### src/spp_pkg.sv
// Shared constants for the parasite-powered sensor link: commands, timing and identity.
// Assumes a single 40 MHz clock shared by both ends and a synchronous active-high reset.
// Contract
// RQ1 - Master enables strong pullup within 10 us.
// RQ2 - Pullup held for conversion or 10 ms.
// RQ3 - No line activity while pullup enabled.
// RQ4 - Conversion finishes within 750 ms.
// RQ5 - Temperature result has 9-bit centigrade resolution.
// RQ6 - Unique 64-bit code selects each sensor.
// RQ7 - Sensor only pulls low or releases line.
// RQ8 - Alarm search answered only by alarmed sensors.
// RQ9 - Nonvolatile one-byte upper and lower limits.
// RQ10 - Convert command: measure, store, return idle.
// RQ11 - Copy command stores limits nonvolatile.
// RQ12 - Master releases pullup before further activity.
package spp_pkg;
  localparam int unsigned CLK_HZ         = 40_000_000;
  localparam int unsigned PULLUP_DLY_US  = 10;
  localparam int unsigned PULLUP_DLY_CYC = (PULLUP_DLY_US * (CLK_HZ / 1_000_000));
  localparam int unsigned CONV_MS        = 750;
  localparam int unsigned CONV_CYC       = CONV_MS * (CLK_HZ / 1000);
  localparam int unsigned NVWR_MS        = 10;
  localparam int unsigned NVWR_CYC       = NVWR_MS * (CLK_HZ / 1000);
  localparam logic [7:0]  CMD_CONVERT    = 8'h44;
  localparam logic [7:0]  CMD_COPY       = 8'h48;
  localparam logic [7:0]  CMD_WRITE_SP   = 8'h4e;
  localparam logic [7:0]  CMD_ALARM_SRCH = 8'hec;
  localparam logic [7:0]  CMD_MATCH      = 8'h55;
  localparam logic [15:0] TEMP_RST       = 16'h00aa;
  localparam logic [7:0]  FAMILY_CODE    = 8'h5a; // Arbitrary value.
  localparam int unsigned CNT_W          = 32;
endpackage

### src/spp_if.sv
// Interface joining master and sensor over one open-drain data line.
// The line level is the wired-AND of both enables; the strong pullup enable does not enter it.
interface spp_if;
  logic m_dq_o;      // Master drive value (always 0 when driving).
  logic m_dq_oe_n;   // Master output enable, low while driving low.
  logic s_dq_o;      // Sensor drive value.
  logic s_dq_oe_n;   // Sensor output enable, low while driving low.
  logic strong_pu;   // Master strong pullup enable.
  logic m_cmd_vld;   // Master command byte strobe (transaction layer abstraction).
  logic [7:0]  m_cmd;   // Command byte.
  logic [63:0] m_rom;   // Code of sensor addressed with the command.
  logic [15:0] m_data;  // Limit bytes for write scratchpad {upper, lower}.
  logic s_resp;      // Sensor answers an alarm search, one-cycle pulse.
  logic dq;
  assign dq = (m_dq_oe_n | m_dq_o) & (s_dq_oe_n | s_dq_o);
  modport master (output m_dq_o, m_dq_oe_n, strong_pu, m_cmd_vld, m_cmd, m_rom, m_data,
                  input dq, s_resp);
  modport sensor (output s_dq_o, s_dq_oe_n, s_resp,
                  input dq, strong_pu, m_cmd_vld, m_cmd, m_rom, m_data);
endinterface

### src/spp_sensor.sv
// Sensor end: command decode, conversion timer, limit storage and alarm search answer.
// Assumes commands arrive as already-framed bytes; the master keeps the pullup rules.
module spp_sensor #(
  parameter logic [47:0] SERIAL   = 48'h000000000001, // Arbitrary value.
  parameter int unsigned CONV_CYC = spp_pkg::CONV_CYC,
  parameter int unsigned NVWR_CYC = spp_pkg::NVWR_CYC
) (
  input  wire logic        i_mclk,   // Clock.
  input  wire logic        i_rst,    // Synchronous reset.
  input  wire logic [8:0]  i_temp,   // Sensed temperature, 0.5 C steps, two's complement.
  spp_if.sensor            bus,      // Link.
  output logic [15:0]      o_temp,   // Temperature register.
  output logic [7:0]       o_th,     // Stored upper limit.
  output logic [7:0]       o_tl,     // Stored lower limit.
  output logic             o_alarm,  // Alarm flag.
  output logic             o_busy    // Conversion or copy in progress.
);
  typedef enum logic [1:0] {SPP_IDLE, SPP_CONV, SPP_COPY} spp_st_t;
  spp_st_t st_reg, st_next;
  logic [spp_pkg::CNT_W-1:0] cnt_reg, cnt_next;
  logic [15:0] temp_reg, temp_next, sp_reg, sp_next;
  logic [7:0]  th_reg, th_next, tl_reg, tl_next;
  logic        alarm_reg, alarm_next, resp_reg, resp_next;
  logic        busy_reg, busy_next;
  logic        sel;
  // Nonvolatile contents are modelled by registers with no reset of their value from the line.
  assign sel = (bus.m_rom == {8'h00, SERIAL, spp_pkg::FAMILY_CODE}); // [RQ6]
  always_comb begin
    st_next    = st_reg;
    cnt_next   = cnt_reg;
    temp_next  = temp_reg;
    sp_next    = sp_reg;
    th_next    = th_reg;
    tl_next    = tl_reg;
    alarm_next = alarm_reg;
    resp_next  = 1'b0;
    unique case (st_reg)
      SPP_IDLE: begin
        if (bus.m_cmd_vld) begin
          if (bus.m_cmd == spp_pkg::CMD_ALARM_SRCH) begin
            resp_next = alarm_reg; // [RQ8]
          end else if (sel && bus.m_cmd == spp_pkg::CMD_CONVERT) begin
            st_next  = SPP_CONV; // [RQ10]
            cnt_next = '0;
          end else if (sel && bus.m_cmd == spp_pkg::CMD_COPY) begin
            st_next  = SPP_COPY; // [RQ11]
            cnt_next = '0;
          end else if (sel && bus.m_cmd == spp_pkg::CMD_WRITE_SP) begin
            sp_next = bus.m_data;
          end
        end
      end
      SPP_CONV: begin
        cnt_next = cnt_reg + 1'b1;
        if (cnt_reg == CONV_CYC[spp_pkg::CNT_W-1:0] - 1'b1) begin // [RQ4]
          temp_next  = {{7{i_temp[8]}}, i_temp}; // [RQ5]
          alarm_next = ($signed(i_temp[8:1]) > $signed(th_reg)) ||
                       ($signed(i_temp[8:1]) < $signed(tl_reg));
          st_next    = SPP_IDLE;
        end
      end
      SPP_COPY: begin
        cnt_next = cnt_reg + 1'b1;
        if (cnt_reg == NVWR_CYC[spp_pkg::CNT_W-1:0] - 1'b1) begin
          th_next = sp_reg[15:8]; // [RQ9]
          tl_next = sp_reg[7:0];
          st_next = SPP_IDLE;
        end
      end
      default: st_next = SPP_IDLE;
    endcase
    busy_next = (st_next != SPP_IDLE);
  end
  always_ff @(posedge i_mclk) begin
    if (i_rst) begin
      st_reg    <= SPP_IDLE;
      cnt_reg   <= '0;
      temp_reg  <= spp_pkg::TEMP_RST;
      sp_reg    <= 16'h0000;
      alarm_reg <= 1'b0;
      resp_reg  <= 1'b0;
      busy_reg  <= 1'b0;
    end else begin
      st_reg    <= st_next;
      cnt_reg   <= cnt_next;
      temp_reg  <= temp_next;
      sp_reg    <= sp_next;
      alarm_reg <= alarm_next;
      resp_reg  <= resp_next;
      busy_reg  <= busy_next;
    end
  end
  // Limits survive reset to stand in for EEPROM retention.
  always_ff @(posedge i_mclk) begin
    th_reg <= th_next;
    tl_reg <= tl_next;
  end
  assign bus.s_dq_o    = 1'b0;      // [RQ7]
  assign bus.s_dq_oe_n = ~resp_reg; // [RQ7]
  assign bus.s_resp    = resp_reg;
  assign o_temp  = temp_reg;
  assign o_th    = th_reg;
  assign o_tl    = tl_reg;
  assign o_alarm = alarm_reg;
  assign o_busy  = busy_reg;
endmodule

### src/flat_wrapper.sv
// flat-port wrapper written by rule: the top's interface ports become plain ports
module spp_sensor_flat 
#(
  parameter logic [47:0] SERIAL   = 48'h000000000001,                    
  parameter int unsigned CONV_CYC = spp_pkg::CONV_CYC,
  parameter int unsigned NVWR_CYC = spp_pkg::NVWR_CYC
)
  (i_mclk, i_rst, i_temp, o_temp, o_th, o_tl, o_alarm, o_busy, bus_s_dq_o, bus_s_dq_oe_n, bus_s_resp, bus_strong_pu, bus_m_cmd_vld, bus_m_cmd, bus_m_rom, bus_m_data);
  spp_if bus_i ();
  input  wire logic i_mclk;
  input  wire logic i_rst;
  input  wire logic [8:0] i_temp;
  output logic [15:0] o_temp;
  output logic [7:0] o_th;
  output logic [7:0] o_tl;
  output logic o_alarm;
  output logic o_busy;
  output wire logic [$bits(bus_i.s_dq_o)-1:0] bus_s_dq_o;
  output wire logic [$bits(bus_i.s_dq_oe_n)-1:0] bus_s_dq_oe_n;
  output wire logic [$bits(bus_i.s_resp)-1:0] bus_s_resp;
  input wire logic [$bits(bus_i.strong_pu)-1:0] bus_strong_pu;
  input wire logic [$bits(bus_i.m_cmd_vld)-1:0] bus_m_cmd_vld;
  input wire logic [$bits(bus_i.m_cmd)-1:0] bus_m_cmd;
  input wire logic [$bits(bus_i.m_rom)-1:0] bus_m_rom;
  input wire logic [$bits(bus_i.m_data)-1:0] bus_m_data;
  assign bus_s_dq_o = bus_i.s_dq_o;
  assign bus_s_dq_oe_n = bus_i.s_dq_oe_n;
  assign bus_s_resp = bus_i.s_resp;
  assign bus_i.strong_pu = bus_strong_pu;
  assign bus_i.m_cmd_vld = bus_m_cmd_vld;
  assign bus_i.m_cmd = bus_m_cmd;
  assign bus_i.m_rom = bus_m_rom;
  assign bus_i.m_data = bus_m_data;
  spp_sensor #(.SERIAL(SERIAL), .CONV_CYC(CONV_CYC), .NVWR_CYC(NVWR_CYC)) u_core (.i_mclk(i_mclk), .i_rst(i_rst), .i_temp(i_temp), .bus(bus_i), .o_temp(o_temp), .o_th(o_th), .o_tl(o_tl), .o_alarm(o_alarm), .o_busy(o_busy));
endmodule
### config.mk
export PLATFORM = sky130hd
export DESIGN_NAME = spp_sensor_flat
export DESIGN_NICKNAME = d
export VERILOG_FILES = /design/src/spp_pkg.sv /design/src/spp_if.sv /design/src/spp_sensor.sv /design/src/flat_wrapper.sv
export SDC_FILE = /design/constraint.sdc
export NUM_CORES = 1
export LEC_CHECK = 0
export ABC_AREA = 1
export BUFFER_PORTS_ARGS = -buffer_cell sky130_fd_sc_hd__buf_2
export CAP_MARGIN = 25
export CORE_ASPECT_RATIO = 0.7
export CORE_UTILIZATION = 35
export CTS_BUF_LIST = sky130_fd_sc_hd__clkbuf_8
export DETAILED_ROUTE_END_ITERATION = 10
export PLACE_DENSITY = 0.7
export RECOVER_POWER = 50
export SLEW_MARGIN = 20
export SYNTH_ARGS = -nofsm -noshare
export SYNTH_HDL_FRONTEND = slang
export SYNTH_SLANG_ARGS = --single-unit
### constraint.sdc
create_clock -name i_mclk -period 2.7 [get_ports i_mclk]
set_input_delay 0.54 -clock i_mclk [delete_from_list [all_inputs] [get_ports i_mclk]]
set_output_delay 0.54 -clock i_mclk [all_outputs]
set_load 0.02 [all_outputs]
# Yosys cells after proc, flatten, opt, wreduce, memory -nomap -nowiden

Cells that the tools add are included.

Bits in registers: 78
Latch bits: 0
Memory bits (writable): 0
Memory bits (read-only): 0
Input bits: 101
Output and inout port bits: 37
Word-level logic and storage cells: 55
Memories kept: 0

Add/sub/neg operators: 1
Multiply operators: 0
Div/mod/pow operators: 0
Order comparisons: 2
Equal/unequal tests: 12
Shift operators: 0
Mux-type cells: 12
Bitwise logic cells: 6
Reduce and logical (&&, ||, !) cells: 13

Operators by type and width:

| kind                    | count |
|---|---|
| $mux W32                | 4 |
| $eq A64 B9 Y1 const B   | 1 |
| $pmux W32 S2            | 1 |
| $add A32 B1 Y32 const B | 1 |
| $eq A32 B19 Y1 const B  | 1 |
| $eq A32 B25 Y1 const B  | 1 |
| $eq A8 B7 Y1 const B    | 3 |
| $mux W2                 | 6 |
| $eq A8 B8 Y1 const B    | 1 |
| $gt A8 B8 Y1            | 1 |
| $lt A8 B8 Y1            | 1 |
| $not A1 Y1              | 6 |
| $pmux W2 S3             | 1 |
| $reduce_and A6 Y1       | 1 |
| $ne A2 B2 Y1 const B    | 2 |
| $reduce_and A2 Y1       | 2 |
| $reduce_and A4 Y1       | 1 |
| $reduce_bool A2 Y1      | 2 |
| $reduce_or A4 Y1        | 1 |
| $logic_and A1 B1 Y1     | 3 |
| $ne A3 B1 Y1 const B    | 1 |
| $eq A2 B1 Y1 const B    | 1 |
| $eq A2 B2 Y1 const B    | 1 |
| $logic_not A2 Y1        | 1 |
| 2 further kinds         | 2 |

# Depth between registers and ports, before layout

Depth in word-level cells: 8
Mapped depth: 15
Gate-level depth less buffers: 15

# Least setup slack after synthesis

OpenSTA, ideal clock, no wires.

Path kind: flip-flop to flip-flop
Start: reg u_core.cnt_reg[0] in the netlist's numbering
End: reg u_core.th_reg[0], in the netlist u_core.o_th[0] (enable)
Arrival: 1.825 ns
Data required time: 2.311 ns
Slack: 0.487 ns
Cell stages (with the launch flop): 8
Clock period less this slack: 2.213 ns
Cells stage by stage: dfxtp_1 > ha_1 > nand3_2 > nor2_1 > nand2_1 > nor2_1 > nand4_1 > nor2_1

Word-level cells in the longest chain between the ends: 2

Ends and longest elaborated chain:

| what                        | line             | text |
|---|---|---|
| start: declaration          | spp_sensor.sv:20 | `logic [spp_pkg::CNT_W-1:0] cnt_reg, cnt_next;` |
| start signal: assignment    | spp_sensor.sv:85 | `cnt_reg <= cnt_next;` |
| $eq A32 B19 Y1              | spp_sensor.sv:64 | `if (cnt_reg == NVWR_CYC[spp_pkg::CNT_W-1:0] - 1'b1) begin` |
| $reduce_and A2 Y1 (no line) | -                |  |
| end signal: assignment      | spp_sensor.sv:95 | `th_reg <= th_next;` |
| end: declaration            | spp_sensor.sv:22 | `logic [7:0] th_reg, th_next, tl_reg, tl_next;` |

Every way passes these cells.
A chain may end at the register's enable or synchronous reset.

# Final worst setup path

Start: reg u_core.st_reg[0]
End: reg u_core.cnt_reg[1] in the netlist's numbering

Word-level cells in the longest chain between the ends: 4
Elaborated cells between the ends (all ways): 10
Classes of those cells: eq/ne: 5; mux: 1; reduce/logical: 4

Ends and longest elaborated chain:

| what                                         | line             | text |
|---|---|---|
| start: declaration                           | spp_sensor.sv:19 | `spp_st_t st_reg, st_next;` |
| start signal: assignment                     | spp_sensor.sv:84 | `st_reg <= st_next;` |
| $eq A2 B1 Y1 or $eq A2 B2 Y1 (tied branches) | spp_sensor.sv:37 | `unique case (st_reg)` |
| $reduce_or A2 Y1 (no line)                   | -                |  |
| $reduce_bool A2 Y1 (no line)                 | -                |  |
| $reduce_and A4 Y1 (no line)                  | -                |  |

Several ways; a longest one is shown, not always the timed one.

==> run metrics <==
met3 wire len=873 um; Largest register FFs=32; total negative slack=0 ns; fin crit share=0.8200; CP delay by family, top=buffers and inverters; CTS Sinks=78; CP Capture Type=flop; largest net degree at the start of global routing=38; async set-reset flop share out of synthesis=0; drt total wl=12730 um; Crit Reg-Reg Endpoint=u_core.cnt_reg[1]; Slowest-stage cell, CP=dfxtp_1; wire per inst=12.52 um; Worst VDD drop=0.2203 mV; met1 wire length=6576 um; WP buf/inv=3; Placer Congestion=1.001; nets@finish=948; share of cells above drive strength 1=0.1575; Ports=138; hold_sp=bus_m_data[5]; Critical Path Max Stage Delay=0.46 ns; clk buf depth=2; grt total ovfl=0; Iteration-0 DRC Markers=355; Sw Ratio=0.2682; most common cell in the synthesized netlist=nand2_1; Max Freq=451.7 MHz; sequential element share of the synthesized area=0.3632; Post-CTS Hold Fix Bufs=0; crit path DAT=2.48 ns; unrepaired setup endpoints after global routing=no; # rows=35; number of gates resized after cts=0; multiplexer share of the synthesized area=0; Post-Syn Area=0.004741 mm2; startpoint types=flop; CP Class=reg -> reg; Worst-Skew Late Latency=0.38 ns; clock root buffer=clkbuf_8; relative slew slack=0.5660; total vias in the final route=4773; post-synthesis simple-gate area fraction=0.3618; Pint=0.001618 W; Die H=99.38 um; DRC Markers=0; hold path endpoint=u_core.sp_reg[5]; outcome=complete, no violations; Seq pwr share=0.535; RR Startpoint=u_core.st_reg[0]; vias in the first global route=4393; Hold Path Class=in -> reg; die area=0.01402 mm2; DR vias/cell=4.693; initial antenna violation count=0; main combinational cell family by area after synthesis=simple AND/OR/NAND/NOR gates; Power per Cell Area=391.3 mW/mm2; worst endpoint required time=2.97 ns; most instantiated cells after synthesis=nand2_1 (173), nor2_1 (148), dfxtp_1 (62); CTS buffer count=9; number of synthesized flops with an enable pin=16; Crit Path Max Fanout=32; Hold Vio Cnt, Final=0; DP Area=0.005503 mm2; count of final setup violators=0; clock share of power=0.405; Synth Flop Type=dfxtp_1; switching pwr=0.0005931 W; #FFs+latches synth=78; metal2 WL=5181 um; Post-Synth Adder-Cell Area=0.05278; worst-margin pin slew=0.6503 ns; H-tree Lvls=3; Leakage Power=2.318 nW; port bufs=135; CTS tree=built; yosys warns=0; DIE WIDTH=141.1 um; Compound-Gate Fraction of Synth Area=0.07891; Comb pwr share=0.061; fillers=1395; clk slew on worst S/H paths=0.10 ns; Area contributors post-synth=dfxtp_1 (26%), nand2_1 (14%), nor2_1 (12%); Antenna Cells=0; Synth Instances=704; Core Area=0.01318 mm2; worst hold path depth=3; GRT Resource Usage Total=0.1927; DRT Pass-1 Iters=4; cell area after layout=0.005652 mm2; clk_skew=0.01168 ns; MaxCap Viol Count=0; fin crit period=2.214 ns; syn nets=825; fin. max-slew vios=0; area share of the leading cell type in the synthesized netlist=0.2618; Setup Buffers After CTS=0; detailed placement HPWL=9967 um; top layer in use=met4; ANT nets after route=0; Yosys cell types=36; Area growth syn-to-layout=19.21%; area leader, netlist=dfxtp_1; post-synthesis xor/xnor area fraction=0.05173; first-pass GRT wire length=21430 um; initial core utilization=0.3597; R2R setup slack=0.49 ns; worst reg2reg path depth=8; cells along the critical path=inv_1, ha_1, clkinv_1, or2_2, nand2_2, inv_2, a21oi_2, nor2_1; syn_area_per_cell=6.734 um2
[power by group through the flow]
stage / Clock, W / Sequential, W / Combinational [W]
3_3_place_gp: 0 / 0.00121 / 0.000132
4_1_cts: 0.000915 / 0.00118 / 0.000136
6_report: 0.000894 / 0.00118 / 0.000135
3_5_place_dp: 0 / 0.00121 / 0.000135
2_1_floorplan: 0 / 0.00121 / 0.0000480
5_1_grt: 0.000956 / 0.00118 / 0.000153
[layer usage]
layer | track usage | vias up
li1 | - | 2503
met1 | 0.2826 | 2087
met2 | 0.2890 | 172
met3 | 0.04189 | 11
met4 | 0.03763 | 0
met5 | 0 | -
[cells by family (layout without fill, tap and decap cells)]
logic type | count (synthesis) | in the layout
AND/OR/NAND/NOR | 413 | 413
AO/OA/AOI/OAI | 72 | 72
buffers and inverters | 92 | 220
adder cells (fa/ha/maj) | 20 | 20
flip-flops | 78 | 78
XOR/XNOR | 28 | 28
other | 1 | 1
[tightest hold or removal path: stages]
cell and delay [ns]:
buf_2 0.07, nor2_1 0.03, nor2_1 0.08
[metrics by stage]
step / setup slack, ns / util / instances / hold slack, ns / power (W)
2_1_floorplan: 0.4867 / - / 704 / 0.4030 / 0.001257
3_3_place_gp: 0.3121 / 0.4175 / 1001 / 0.4071 / 0.001342
3_5_place_dp: 0.2660 / 0.4175 / 1001 / 0.4101 / 0.001345
4_1_cts: 0.4769 / 0.4325 / 1017 / 0.3716 / 0.002233
5_1_grt: 0.2175 / 0.4288 / 1017 / 0.3750 / 0.002292
6_report: 0.4860 / 0.4288 / 1017 / 0.3788 / 0.002211
[cells in the final DEF (no fill, tap or decap)]
| cell | Yosys | final |
|---|---|---|
| buf_4 | 9 | 6 |
| conb_1 | 1 | 1 |
| nand4_1 | 15 | 15 |
| nand3_2 | 1 | 1 |
| clkbuf_8 | 0 | 9 |
| clkbuf_1 | 10 | 37 |
| xor2_1 | 24 | 24 |
| a21boi_0 | 1 | 1 |
| or2_2 | 3 | 3 |
| buf_2 | 4 | 99 |
| nand2_1 | 173 | 173 |
| clkinv_1 | 1 | 1 |
| nand3b_1 | 1 | 1 |
| inv_6 | 0 | 4 |
| o21ai_1 | 2 | 1 |
| dfxtp_1 | 62 | 62 |
| inv_8 | 0 | 2 |
| a21o_1 | 1 | 1 |
| nor3b_1 | 1 | 1 |
| nor4_1 | 6 | 6 |
| clkinv_8 | 0 | 1 |
| nor2_2 | 1 | 1 |
| a21oi_2 | 1 | 1 |
| nor3_2 | 1 | 1 |
| a211oi_1 | 1 | 1 |
| and3_1 | 1 | 1 |
| inv_2 | 2 | 1 |
| o21ai_0 | 19 | 20 |
| nor3_1 | 24 | 24 |
| o211ai_1 | 1 | 1 |
| nand3_1 | 36 | 36 |
| xnor2_1 | 4 | 4 |
| edfxtp_1 | 16 | 16 |
| ha_1 | 20 | 20 |
| nand2_2 | 2 | 2 |
| nor2_1 | 148 | 148 |
| a21oi_1 | 46 | 46 |
| inv_1 | 59 | 60 |
[area by class of cell]
class	instances	area, um2	area share
Multi-Input combinational cell	534	2589	0.4580
Inverter	62	232.7	0.04118
Sequential cell	78	1722	0.3046
Clock inverter	7	73.82	0.01306
Timing Repair Buffer	142	679.4	0.1202
Tap cell	185	231.5	0.04096
Clock buffer	9	123.9	0.02192
[how the worst max path moves through the flow]
| stage | start | to | slack [ns] | cells after the start |
|---|---|---|---|---|
| 4_1_cts | u_core.st_reg[0] | u_core.cnt_reg[1] | 0.48 | 8 |
| 3_3_place_gp | bus_m_rom[40] | u_core.cnt_reg[1] | 0.31 | 11 |
| 6_report | u_core.st_reg[0] | u_core.cnt_reg[1] | 0.49 | 8 |
| 3_5_place_dp | bus_m_rom[45] | u_core.cnt_reg[1] | 0.27 | 11 |
| 2_1_floorplan | u_core.cnt_reg[0] | u_core.o_th[0] | 0.49 | 7 |
| 5_1_grt | u_core.st_reg[0] | u_core.cnt_reg[19] | 0.22 | 8 |
No activity file was read; power rests on OpenSTA's default activity.
